## src/shared/dcp_pkg.sv

```systemverilog
// Package for the clock-enable power-state block of a DDR3 device.
// Assumes one 40 MHz core clock; used by the power controller and the bench, not by the synchroniser.
package dcp_pkg;
  // Core clock period and derived counts
  localparam int CLK_PERIOD_NS = 25;
  // Bus burst in clock edges before a running read or write ends
  localparam int BURST_EDGES = 4;
  // Precharge completion in edges
  localparam int PRE_EDGES = 3;
  // Refresh busy time (tRFC) in ns, counted as a least time
  localparam int REFRESH_NS = 110;
  localparam int REFRESH_CYC = (REFRESH_NS + CLK_PERIOD_NS - 1) / CLK_PERIOD_NS;
  localparam int CNT_W = 4;
  localparam int BANKS = 8;
  // Command encoding: {ras_n, cas_n, we_n} with cs_n low
  localparam logic [2:0] CMD_MRS = 3'h0;
  localparam logic [2:0] CMD_REF = 3'h1;
  localparam logic [2:0] CMD_PRE = 3'h2;
  localparam logic [2:0] CMD_ACT = 3'h3;
  localparam logic [2:0] CMD_WR = 3'h4;
  localparam logic [2:0] CMD_RD = 3'h5;
  localparam logic [2:0] CMD_ZQ = 3'h6;
  localparam logic [2:0] CMD_NOP = 3'h7;
  // Power states
  typedef enum logic [2:0] {
    DCP_IDLE, DCP_ACTIVE, DCP_BUSY, DCP_REFRESHING,
    DCP_ACT_PD, DCP_PRE_PD, DCP_SELF_REF
  } dcp_state_e;
endpackage : dcp_pkg

```

## src/hw/dcp_sync.sv

```systemverilog
// Three-stage input synchroniser with agreement filter.
// Assumes a single clock and an async active-low reset.
`timescale 1ns/100ps
`default_nettype none
module dcp_sync (
  // Clock and reset
  input wire logic clk,
  input wire logic rst_n,
  // Asynchronous input and filtered level
  input wire logic din,
  output logic dout
);
  logic s1;
  logic s2;
  logic s3;
  logic next_dout;

  // Output changes only when stages two and three agree
  always_comb begin
    next_dout = dout;
    if (s2 == s3) begin
      next_dout = s3;
    end
  end

  // First stage feeds only the second
  always_ff @(posedge clk or negedge rst_n) begin
    if (!rst_n) begin
      s1 <= 1'b0;
      s2 <= 1'b0;
      s3 <= 1'b0;
      dout <= 1'b0;
    end else begin
      s1 <= din;
      s2 <= s1;
      s3 <= s2;
      dout <= next_dout;
    end
  end
endmodule : dcp_sync
`default_nettype wire

```

## src/hw/dcp_power_ctrl.sv

```systemverilog
// Clock-enable power-state logic of a DDR3 device: power-down, self
// refresh entry and exit, command gating around CKE transitions.
// Assumes CKE and command pins sampled on the rising edge of ref_clk,
// and a controller that keeps the timing it is responsible for.
`timescale 1ns/100ps
`default_nettype none
module dcp_power_ctrl (
  // Clock and reset
  input wire logic ref_clk,
  input wire logic resetn,
  // Command pins
  input wire logic cke,
  input wire logic cs_n,
  input wire logic ras_n,
  input wire logic cas_n,
  input wire logic we_n,
  input wire logic addr_ap,
  input wire logic [2:0] bank,
  input wire logic odt,
  // Status
  output dcp_pkg::dcp_state_e power_state,
  output logic cmd_accept,
  output logic cmd_illegal,
  output logic odt_enable,
  output logic self_ref_exit_async,
  output logic internal_refresh
);
  import dcp_pkg::*;

  logic rst_sync1;
  logic rst_sync2;
  logic cke_prev;
  logic odt_level;
  logic [BANKS-1:0] open_banks;
  logic [CNT_W-1:0] busy_cnt;
  logic pd_pending;
  dcp_state_e state;
  dcp_state_e next_state;
  logic [BANKS-1:0] next_open_banks;
  logic [CNT_W-1:0] next_busy_cnt;
  logic next_pd_pending;
  logic next_accept;
  logic next_illegal;
  logic [2:0] cmd;
  logic is_nop;

  function automatic logic [CNT_W-1:0] cnt_of(input int n);
    cnt_of = CNT_W'(n);
  endfunction : cnt_of

  // Reset release through two flip-flops
  always_ff @(posedge ref_clk or negedge resetn) begin
    if (!resetn) begin
      rst_sync1 <= 1'b0;
      rst_sync2 <= 1'b0;
    end else begin
      rst_sync1 <= 1'b1;
      rst_sync2 <= rst_sync1;
    end
  end

  // Self-refresh exit shown straight from the pin, so a stopped clock
  // still sees it; drops as the clocked state leaves self refresh
  assign self_ref_exit_async = cke && (state == DCP_SELF_REF);

  // ODT level filtered; it only gates termination, never the state
  dcp_sync odt_sync_u (
    // Clock and reset
    .clk(ref_clk),
    .rst_n(rst_sync2),
    // Pin level in, filtered level out
    .din(odt),
    .dout(odt_level)
  );

  // Decode; deselect behaves as NOP
  assign cmd = cs_n ? CMD_NOP : {ras_n, cas_n, we_n};
  assign is_nop = (cmd == CMD_NOP);

  // Next power state from CKE pair and command; ODT never read here
  always_comb begin
    next_state = state;
    next_open_banks = open_banks;
    next_busy_cnt = busy_cnt;
    next_pd_pending = pd_pending;
    next_accept = 1'b0;
    next_illegal = 1'b0;
    if (busy_cnt != '0) begin
      next_busy_cnt = busy_cnt - cnt_of(1);
    end
    unique case ({cke_prev, cke})
      2'b00: begin
        // Low-low keeps power state, pins ignored; only the deferred entry below can move it
        next_state = state;
      end
      2'b01: begin
        if (state == DCP_ACT_PD || state == DCP_PRE_PD ||
            state == DCP_SELF_REF) begin
          next_illegal = !is_nop;
          next_state = (open_banks != '0) ? DCP_ACTIVE : DCP_IDLE;
        end
      end
      2'b10: begin
        if (cmd == CMD_REF && state == DCP_IDLE) begin
          next_state = DCP_SELF_REF;
        end else if (!is_nop) begin
          next_illegal = 1'b1;
        end else if (state == DCP_BUSY && busy_cnt > cnt_of(1)) begin
          // Decide bank state when the operation completes
          next_pd_pending = 1'b1;
          next_state = DCP_BUSY;
        end else if (state == DCP_ACTIVE ||
                     (state == DCP_BUSY && open_banks != '0)) begin
          next_state = DCP_ACT_PD;
        end else begin
          next_state = DCP_PRE_PD;
        end
      end
      2'b11: begin
        next_accept = 1'b1;
        if (cmd == CMD_ACT) begin
          next_open_banks[bank] = 1'b1;
        end else if (cmd == CMD_PRE) begin
          if (addr_ap) begin
            next_open_banks = '0;
          end else begin
            next_open_banks[bank] = 1'b0;
          end
        end
        if (cmd == CMD_RD || cmd == CMD_WR) begin
          next_busy_cnt = cnt_of(BURST_EDGES);
          next_state = DCP_BUSY;
          if (addr_ap) begin
            next_open_banks[bank] = 1'b0;
          end
        end else if (cmd == CMD_PRE) begin
          next_busy_cnt = cnt_of(PRE_EDGES);
          next_state = DCP_BUSY;
        end else if (cmd == CMD_REF) begin
          next_busy_cnt = cnt_of(REFRESH_CYC);
          next_state = DCP_REFRESHING;
        end else if (busy_cnt <= cnt_of(1)) begin
          next_state = (next_open_banks != '0) ? DCP_ACTIVE : DCP_IDLE;
        end
      end
      default: next_state = state;
    endcase
    // Deferred power-down entry once the operation ends
    if (pd_pending && busy_cnt <= cnt_of(1) && state == DCP_BUSY) begin
      next_pd_pending = 1'b0;
      next_state = (open_banks != '0) ? DCP_ACT_PD : DCP_PRE_PD;
    end
  end

  // Registered state, all on the rising edge
  always_ff @(posedge ref_clk or negedge rst_sync2) begin
    if (!rst_sync2) begin
      state <= DCP_IDLE;
      cke_prev <= 1'b0;
      open_banks <= '0;
      busy_cnt <= '0;
      pd_pending <= 1'b0;
      cmd_accept <= 1'b0;
      cmd_illegal <= 1'b0;
    end else begin
      state <= next_state;
      cke_prev <= cke;
      open_banks <= next_open_banks;
      busy_cnt <= next_busy_cnt;
      pd_pending <= next_pd_pending;
      cmd_accept <= next_accept;
      cmd_illegal <= next_illegal;
    end
  end

  assign power_state = state;
  // Termination withheld in self refresh
  assign odt_enable = odt_level && (state != DCP_SELF_REF);
  // Refresh engine only runs in the refreshing state, never in power-down
  assign internal_refresh = (state == DCP_REFRESHING);

  // Checks; a deferred entry is the one legal move while CKE stays low
  sr_entry_a: assert property (
    @(posedge ref_clk) disable iff (!rst_sync2)
    (state == DCP_IDLE && cke_prev && !cke && !cs_n &&
     {ras_n, cas_n, we_n} == CMD_REF) |=> state == DCP_SELF_REF)
    else $error("self refresh not entered");
  sr_source_a: assert property (
    @(posedge ref_clk) disable iff (!rst_sync2)
    $rose(state == DCP_SELF_REF) |-> $past(state) == DCP_IDLE)
    else $error("self refresh from non-idle");
  pd_hold_a: assert property (
    @(posedge ref_clk) disable iff (!rst_sync2)
    (!cke_prev && !cke && !pd_pending) |=> state == $past(state))
    else $error("state moved with cke low");
  pd_defer_a: assert property (
    @(posedge ref_clk) disable iff (!rst_sync2)
    (pd_pending && state == DCP_BUSY && busy_cnt == cnt_of(1)) |=>
    (state == DCP_ACT_PD || state == DCP_PRE_PD))
    else $error("deferred power-down missed");
  pd_exit_a: assert property (
    @(posedge ref_clk) disable iff (!rst_sync2)
    (!cke_prev && cke && state == DCP_PRE_PD) |=> state == DCP_IDLE)
    else $error("power-down exit missed");
  pd_illegal_a: assert property (
    @(posedge ref_clk) disable iff (!rst_sync2)
    (cke_prev && !cke && !is_nop &&
     !(state == DCP_IDLE && cmd == CMD_REF)) |=> cmd_illegal)
    else $error("bad command on entry not flagged");
  odt_sr_a: assert property (
    @(posedge ref_clk) disable iff (!rst_sync2)
    state == DCP_SELF_REF |-> !odt_enable)
    else $error("odt on in self refresh");
  pd_norefresh_a: assert property (
    @(posedge ref_clk) disable iff (!rst_sync2)
    (state == DCP_ACT_PD || state == DCP_PRE_PD) |-> !internal_refresh)
    else $error("refresh in power-down");
  act_pd_a: assert property (
    @(posedge ref_clk) disable iff (!rst_sync2)
    (cke_prev && !cke && is_nop && state == DCP_ACTIVE)
    |=> state == DCP_ACT_PD)
    else $error("active power-down missed");
  sr_exit_a: assert property (
    @(posedge ref_clk) disable iff (!rst_sync2)
    (state == DCP_SELF_REF && !cke_prev && cke) |=>
    (state == DCP_IDLE && !cmd_accept))
    else $error("self refresh exit wrong");
endmodule : dcp_power_ctrl
`default_nettype wire

```

## config.mk

```make
export PLATFORM = sky130hd
export DESIGN_NAME = dcp_power_ctrl
export DESIGN_NICKNAME = d
export VERILOG_FILES = /design/src/shared/dcp_pkg.sv /design/src/hw/dcp_sync.sv /design/src/hw/dcp_power_ctrl.sv
export SDC_FILE = /design/constraint.sdc
export NUM_CORES = 1
export LEC_CHECK = 0
export BUFFER_PORTS_ARGS = -buffer_cell sky130_fd_sc_hd__buf_2
export CAP_MARGIN = 20
export CORE_ASPECT_RATIO = 1.75
export CORE_UTILIZATION = 40
export DETAILED_ROUTE_END_ITERATION = 10
export GPL_TIMING_DRIVEN = 0
export MAX_ROUTING_LAYER = met4
export PLACE_DENSITY = 0.57
export SLEW_MARGIN = 20
export SYNTH_ARGS = -nofsm -noshare
export SYNTH_HDL_FRONTEND = slang
export SYNTH_HIERARCHICAL = 1
export SYNTH_SLANG_ARGS = --single-unit
```

## constraint.sdc

```tcl
create_clock -name ref_clk -period 1.3 [get_ports ref_clk]
set_input_delay 0.26 -clock ref_clk [delete_from_list [all_inputs] [get_ports ref_clk]]
set_output_delay 0.26 -clock ref_clk [all_outputs]
set_load 0.01 [all_outputs]
```

==> out/metrics.csv, run 1 <==
stage,metric,value,unit
outcome,outcome,"finished, violations left",
outcome,violations,negative setup slack,
placement,port_buffers,17,
setup_path,crit_top_cell,buf_6,
pwr,powerDensity,1376,nW/um2
routing,post-route-drc-count,0,
pwr,power.leakage,0.001036,uW
setup_path,critPathBufInv,3,
sta,final.setup_skew,0.002974,ns
clock_tree,cts.path.max_buffers,2,
pwr,switching_power,1294,uW
floorplanning,die_w,51.69,um
routing,drt_pass1_iterations,4,
sta,setup_viol,13,
sta,setup_slack,-0.5738,ns
clock_tree,cts_buffers,3,
pwr,ir_worst_vdd,0.8808,mV
setup_path,required,1.47,ns
sta,finalMaxSlewViolations,0,
setup_path,reg2reg_from,power_state[0]$_DFFE_PN0P_,
sta,max_slew.worst_pin.slew,0.9710,ns
floorplanning,pin_count,20,
finish,fin_cells,293,
routing,wl_per_cell,15.44,um
clock_tree,clock_sinks,25,
setup_path,r2r_cells,5,
clock_tree,worstSkewPairLatency,0.28,ns
finish,synthToLayoutAreaGrowth,35.63,%
logic_synthesis,avgSynthCellArea,8.429,um2
sta,slew_headroom,35.27,%
floorplanning,rows,31,
pwr,swShare,40.12,%
setup_path,reg2reg_to,power_state[0]$_DFFE_PN0P_,
finish,finish.utilization,56.47,%
logic_synthesis,yosysTopAreaCellShare,36.21,%
logic_synthesis,ys_types,52,
global_route,grt_overflow,0,
pwr,clock_power_share,16.0,%
finish,n_antenna_cell,0,
placement,hpwl,3.131,mm
setup_path,crit_family,simple AND/OR/NAND/NOR gates,
sta,hold_violations,0,
clock_tree,clk_pin_slew,0.10,ns
finish,drive_gt1_share,36.07,%
setup_path,worstPathCellList,buf_6 > buf_8 > nor4b_4 > buf_6 > o21ai_2 > a22o_1 > or4_4 > nor4_4 > o21ai_1,
logic_synthesis,yosysWarnings,6,
setup_path,end_kind,register,
routing,drt-total-wl,4.523,mm
routing,routed_via_density,5.481,
pwr,power_frac_comb,48.2,%
routing,antenna_left,0,
setup_path,worstSetupStartpoint,ras_n,
global_route,antenna_found_initial,0,
logic_synthesis,synth_largest_area_cell,dfrtp_1,
setup_path,crit_type,in -> reg,
global_route,grt_pass1_wl,7.141,mm
clock_tree,h-tree-depth,1,
logic_synthesis,synth_seq_area_share,36.21,%
logic_synthesis,ys.flop_type,dfrtp_1,
logic_synthesis,async_flop_share,100.0,%
sta,min_period,1.874,ns
clock_tree,clockRootBuffer,clkbuf_8,
sta,rsz0062_at_grt,yes,
logic_synthesis,synth_edf_count,0,
setup_path,crit_end,power_state[0]$_DFFE_PN0P_,
routing,via_count,1606,
job,max_cap_violations,0,
floorplanning,dieHeight,88.95,um
floorplanning,coreArea,4150,um2
pwr,p_int,1931,uW
floorplanning,start_util,41.63,%
logic_synthesis,synthesis.area,1728,um2
setup_path,crit_path_max_incr_delay,0.54,ns
placement,place_congestion,0.9045,
floorplanning,fp.dieArea,4597,um2
sta,fin_crit_sh,144.1,%
setup_path,cp_slowest_cell,or4_4,
routing,drt_iter0_drc,33,
global_route,grt_max_degree,24,
finish,fin_nets,264,
setup_path,crit_path_start_kind,primary input,
logic_synthesis,synthTopCellsByArea,"dfrtp_1 (36%), ha_1 (5.1%), o21ai_0 (4.6%)",
clock_tree,cts_tree,built,
global_route,grt.total_usage,21.33,%
placement,dpl.cell_count,271,
setup_path,cp.arrival,2.04,ns
setup_path,crit_cells,9,
hold_path,hold_path.class,in -> reg,
logic_synthesis,synth_cells,205,
logic_synthesis,syn_nets,224,
global_route,grt_pass1_vias,1543,
setup_path,r2r_slack,-0.53,ns
logic_synthesis,synth_seq_cells,25,
setup_path,crit_fanout,7,
sta,fmax,533.7,MHz
pwr,power_frac_seq,35.8,%
-- routing by layer --
metal,part of all wire [%],track usage [%],up-vias,wire length (um)
li1,-,-,809,-
met1,38,23.24,758,1733
met2,57,38.61,26,2564
met3,1.9,1.531,13,85
met4,3.1,9.582,0,140
met5,0,-,-,0
-- cell families (layout without fill, tap and decap cells) --
kind of cell / count (synthesis) / count (layout) / share of synthesized area [%]
flip-flops: 25 / 25 / 36.21
buffers and inverters: 28 / 67 / 6.300
adder cells (fa/ha/maj): 8 / 8 / 5.720
other: 1 / 1 / 0.2170
AO/OA/AOI/OAI: 58 / 58 / 21.72
multiplexers: 3 / 3 / 1.810
XOR/XNOR: 2 / 2 / 1.014
AND/OR/NAND/NOR: 80 / 80 / 27.01
-- Yosys cell counts (5+ instances only) --
cell type	instances
nor2_1	20
dfrtp_1	25
nand3_1	6
o21ai_0	16
o211ai_1	5
clkbuf_1	8
a21oi_1	11
nand2_1	17
inv_1	17
a22o_1	5
ha_1	7
-- power by group through the flow --
| stage | clock [uW] | combinational [uW] | sequential (uW) |
|---|---|---|---|
| after global routing | 563 | 1710 | 1180 |
| after floorplan | 0 | 831 | 1090 |
| after global placement | 0 | 1060 | 1130 |
| after detailed placement | 0 | 1070 | 1130 |
| after CTS | 524 | 1260 | 1120 |
| final | 516 | 1550 | 1150 |
-- worst min path at each step --
stage,startpoint,to,slack (ns),depth (start not counted)
2_1_floorplan,resetn,rst_sync1$_DFF_PN0_,-0.04,0
3_3_place_gp,resetn,rst_sync2$_DFF_PN0_,0.05,1
3_5_place_dp,resetn,rst_sync2$_DFF_PN0_,0.05,1
4_1_cts,odt,odt_sync_u/s1$_DFF_PN0_,0.08,1
5_1_grt,odt,odt_sync_u/s1$_DFF_PN0_,0.07,1
6_report,odt,odt_sync_u/s1$_DFF_PN0_,0.08,1
-- repair_timing --
item / 4_1_cts / 5_1_grt
resized for setup: 10 / 65
setup endpoints to repair: 18 / 20
hold buffers: 1 / 0
cloned: 0 / 0
buffers inserted: 11 / 10
pin swaps: 6 / 19
endpoints found under the hold margin: 2 / 0
-- state kept, by name (all words and copies together), names as in the netlist --
signal,count
cmd_illegal,1
rst_sync1,1
cke_prev,1
rst_sync2,1
odt_sync_u/s2,1
odt_sync_u/dout,1
open_banks,8
odt_sync_u/s3,1
cmd_accept,1
odt_sync_u/s1,1
power_state,3
pd_pending,1
busy_cnt,4
-- placed cells by master (no fill, tap or decap), types with 2 or more instances in the layout --
cell type / count
a211oi_1: 2
a21oi_1: 8
a21oi_2: 3
a22o_1: 5
a31oi_1: 3
and3b_1: 2
buf_2: 15
buf_4: 15
buf_6: 10
buf_8: 2
clkbuf_2: 2
clkbuf_8: 3
dfrtp_1: 25
ha_1: 5
ha_4: 2
inv_1: 15
inv_2: 2
mux2i_1: 2
nand2_1: 15
nand2b_1: 3
nand3_1: 6
nor2_1: 16
nor2_4: 3
nor2b_1: 3
nor2b_4: 2
nor3_1: 3
nor3b_2: 2
nor4_1: 2
nor4_2: 2
o211ai_1: 5
o21ai_0: 7
o21ai_1: 9
o21ai_2: 2
o2bb2ai_1: 2
or3_1: 3
-- area by class of cell --
type | instances | area [um2]
fillers | 395 | 1807
multi-input cells | 152 | 1189
flip-flops and latches | 25 | 625.6
repair buffers | 38 | 282.8
plain buffers | 8 | 71.32
inverters | 17 | 63.81
well taps | 49 | 61.31
clock buffers | 3 | 41.29
clock inverters | 1 | 8.758
-- through the flow --
step                      power [uW]  worst slack (ns)  area [um2]  setup TNS, ns  hold slack (ns)
after floorplan                 1919           -0.5306        1773         -1.684         -0.03559
after global placement          2185           -0.8981        1919         -7.149          0.04859
after detailed placement        2205           -0.8906        1919         -7.687          0.04595
after CTS                       2903           -0.5379        2103         -7.201          0.08158
after global routing            3453           -0.6402        2344         -4.011          0.06856
final                           3225           -0.5738        2344         -3.181          0.08199
Note: power is estimated with default switching activity, not from simulation.
==> run 2: changes to the inputs <==
--- a/config.mk
+++ b/config.mk
@@ -13,6 +13,7 @@
 export GPL_TIMING_DRIVEN = 0
 export MAX_ROUTING_LAYER = met4
 export PLACE_DENSITY = 0.57
+export SKIP_CTS_REPAIR_TIMING = 1
 export SLEW_MARGIN = 20
 export SYNTH_ARGS = -nofsm -noshare
 export SYNTH_HDL_FRONTEND = slang
==> run 2 against run 1 <==
Largest power group unchanged. The flow still finishes with violations (negative setup slack). First-iteration DRC count shrank 15%. Combinational power about the same. Worst setup slack improved by 0.024 ns.
==> out/metrics.csv, run 2 (synthesized netlist as in run 1, its figures left out) <==
stage,metric,value,unit
finish,seq_area,625.6,um2
clock_tree,clk_pin_slew,0.10,ns
finish,n_antenna_cell,0,
setup_path,crit_fanout,8,
routing,routed_via_density,5.519,
floorplanning,rows,31,
global_route,grt_max_degree,24,
floorplanning,dieHeight,88.95,um
finish,fin_nets,264,
finish,fillers,400,
sta,finalMaxSlewViolations,0,
setup_path,cp.arrival,2.05,ns
sta,slew_headroom,35.31,%
global_route,grt_pass1_vias,1486,
sta,hold_violations,0,
global_route,grt_overflow,0,
sta,fmax,540.7,MHz
routing,wl_met3,97,um
floorplanning,coreArea,4150,um2
sta,max_slew.worst_pin.slew,0.9704,ns
placement,dpl-instance-area,1919,um2
finish,mostFrequentLayoutCell,dfrtp_1,
finish,synthToLayoutAreaGrowth,33.02,%
setup_path,end_kind,register,
placement,pre_cts_slack,-0.8906,ns
pwr,power.leakage,0.001016,uW
floorplanning,die_w,51.69,um
finish,drive_gt1_share,33.61,%
finish,regMostFlops,open_banks,
routing,wl_per_cell,15.02,um
floorplanning,pin_count,20,
floorplanning,fp.dieArea,4597,um2
setup_path,crit_path_start_kind,register,
clock_tree,cts.path.max_buffers,2,
sta,setup_viol,13,
sta,final.setup_skew,0.002543,ns
clock_tree,cts_tree,built,
clock_tree,worstSkewPairLatency,0.28,ns
clock_tree,cts_buffers,3,
routing,via_count,1617,
pwr,ir_worst_vdd,0.8459,mV
sta,setup_slack,-0.5496,ns
clock_tree,h-tree-depth,1,
global_route,grt.total_usage,20.65,%
placement,port_buffers,17,
finish,largest_reg_flops,8,
finish,final_cell_mix,"dfrtp_1 (25), nor2_1 (17), buf_2 (16), inv_1 (15)",
outcome,violations,negative setup slack,
routing,wl_met2,2.498,mm
routing,post-route-drc-count,0,
setup_path,required,1.50,ns
clock_tree,clockRootBuffer,clkbuf_8,
job,max_cap_violations,0,
finish,multi_input_area,1150,um2
setup_path,crit_type,reg -> reg,
pwr,powerDensity,1383,nW/um2
sta,rsz0062_at_grt,yes,
hold_path,hold_path.class,in -> reg,
floorplanning,start_util,41.63,%
placement,hpwl,3.131,mm
routing,met1_length,1.687,mm
finish,fin_area,2298,um2
routing,drt_pass1_iterations,4,
sta,fin_crit_sh,142.3,%
outcome,outcome,"finished, violations left",
clock_tree,clock_sinks,25,
global_route,grt_pass1_wl,6.906,mm
sta,min_period,1.850,ns
routing,drt_iter0_drc,28,
global_route,antenna_found_initial,0,
routing,antenna_left,0,
routing,top_layer,met4,
placement,place_congestion,0.9045,
routing,drt-total-wl,4.402,mm
run 2: final cells by class:
cell class              instances  area share [%]
flip-flops and latches         25           27.22
clock inverters                 1          0.3811
inverters                      17           2.776
repair buffers                 36           10.94
plain buffers                  10           4.192
clock buffers                   3           1.796
multi-input cells             152           50.03
well taps                      49           2.667
run 2: power by group:
part / internal (uW) / switching (uW) / total [uW]
clock: 225 / 291 / 516
sequential: 938 / 201 / 1140
combinational: 759 / 765 / 1520
run 2: per-layer routing:
metal	track usage (%)	up-vias
met2	36.60	31
li1	-	803
met1	22.71	770
met5	-	-
met3	1.531	13
met4	10.32	0
run 2: worst paths after layout:
| kind | to | slack [ns] | depth (start not counted) | from |
|---|---|---|---|---|
| worst max-delay path | power_state[0]$_DFFE_PN0P_ | -0.55 | 6 | power_state[0]$_DFFE_PN0P_ |
| worst min-delay path | odt_sync_u/s1$_DFF_PN0_ | 0.08 | 1 | odt |
| worst max register to register | power_state[0]$_DFFE_PN0P_ | -0.55 | 6 | power_state[0]$_DFFE_PN0P_ |
| worst min register to register | rst_sync2$_DFF_PN0_ | 0.36 | 0 | rst_sync1$_DFF_PN0_ |
| max in group asynchronous | busy_cnt[2]$_DFF_PN0_ | 0.30 | 0 | rst_sync2$_DFF_PN0_ |
| min in group asynchronous | rst_sync1$_DFF_PN0_ | 0.28 | 2 | resetn |
run 2: through the flow:
| step | hold slack (ns) | std cells | setup TNS [ns] | util, % | power [uW] |
|---|---|---|---|---|---|
| 5_1_grt | 0.06856 | 293 | -3.751 | 55.38 | 3409 |
| 3_5_place_dp | 0.04595 | 271 | -7.687 | 46.25 | 2205 |
| 6_report | 0.08219 | 293 | -2.883 | 55.38 | 3180 |
| 2_1_floorplan | -0.03559 | 205 | -1.684 | - | 1919 |
| 3_3_place_gp | 0.04859 | 271 | -7.149 | 46.25 | 2185 |
| 4_1_cts | -0.2607 | 275 | -7.415 | 47.45 | 2719 |
run 2: worst max-delay path: stages (launching register included):
cell and delay [ns]:
dfrtp_1 0.52, nor3b_4 0.32, o2111ai_2 0.21, nor2_1 0.15, a31oi_1 0.06, or3_1 0.36, o21ai_1 0.15
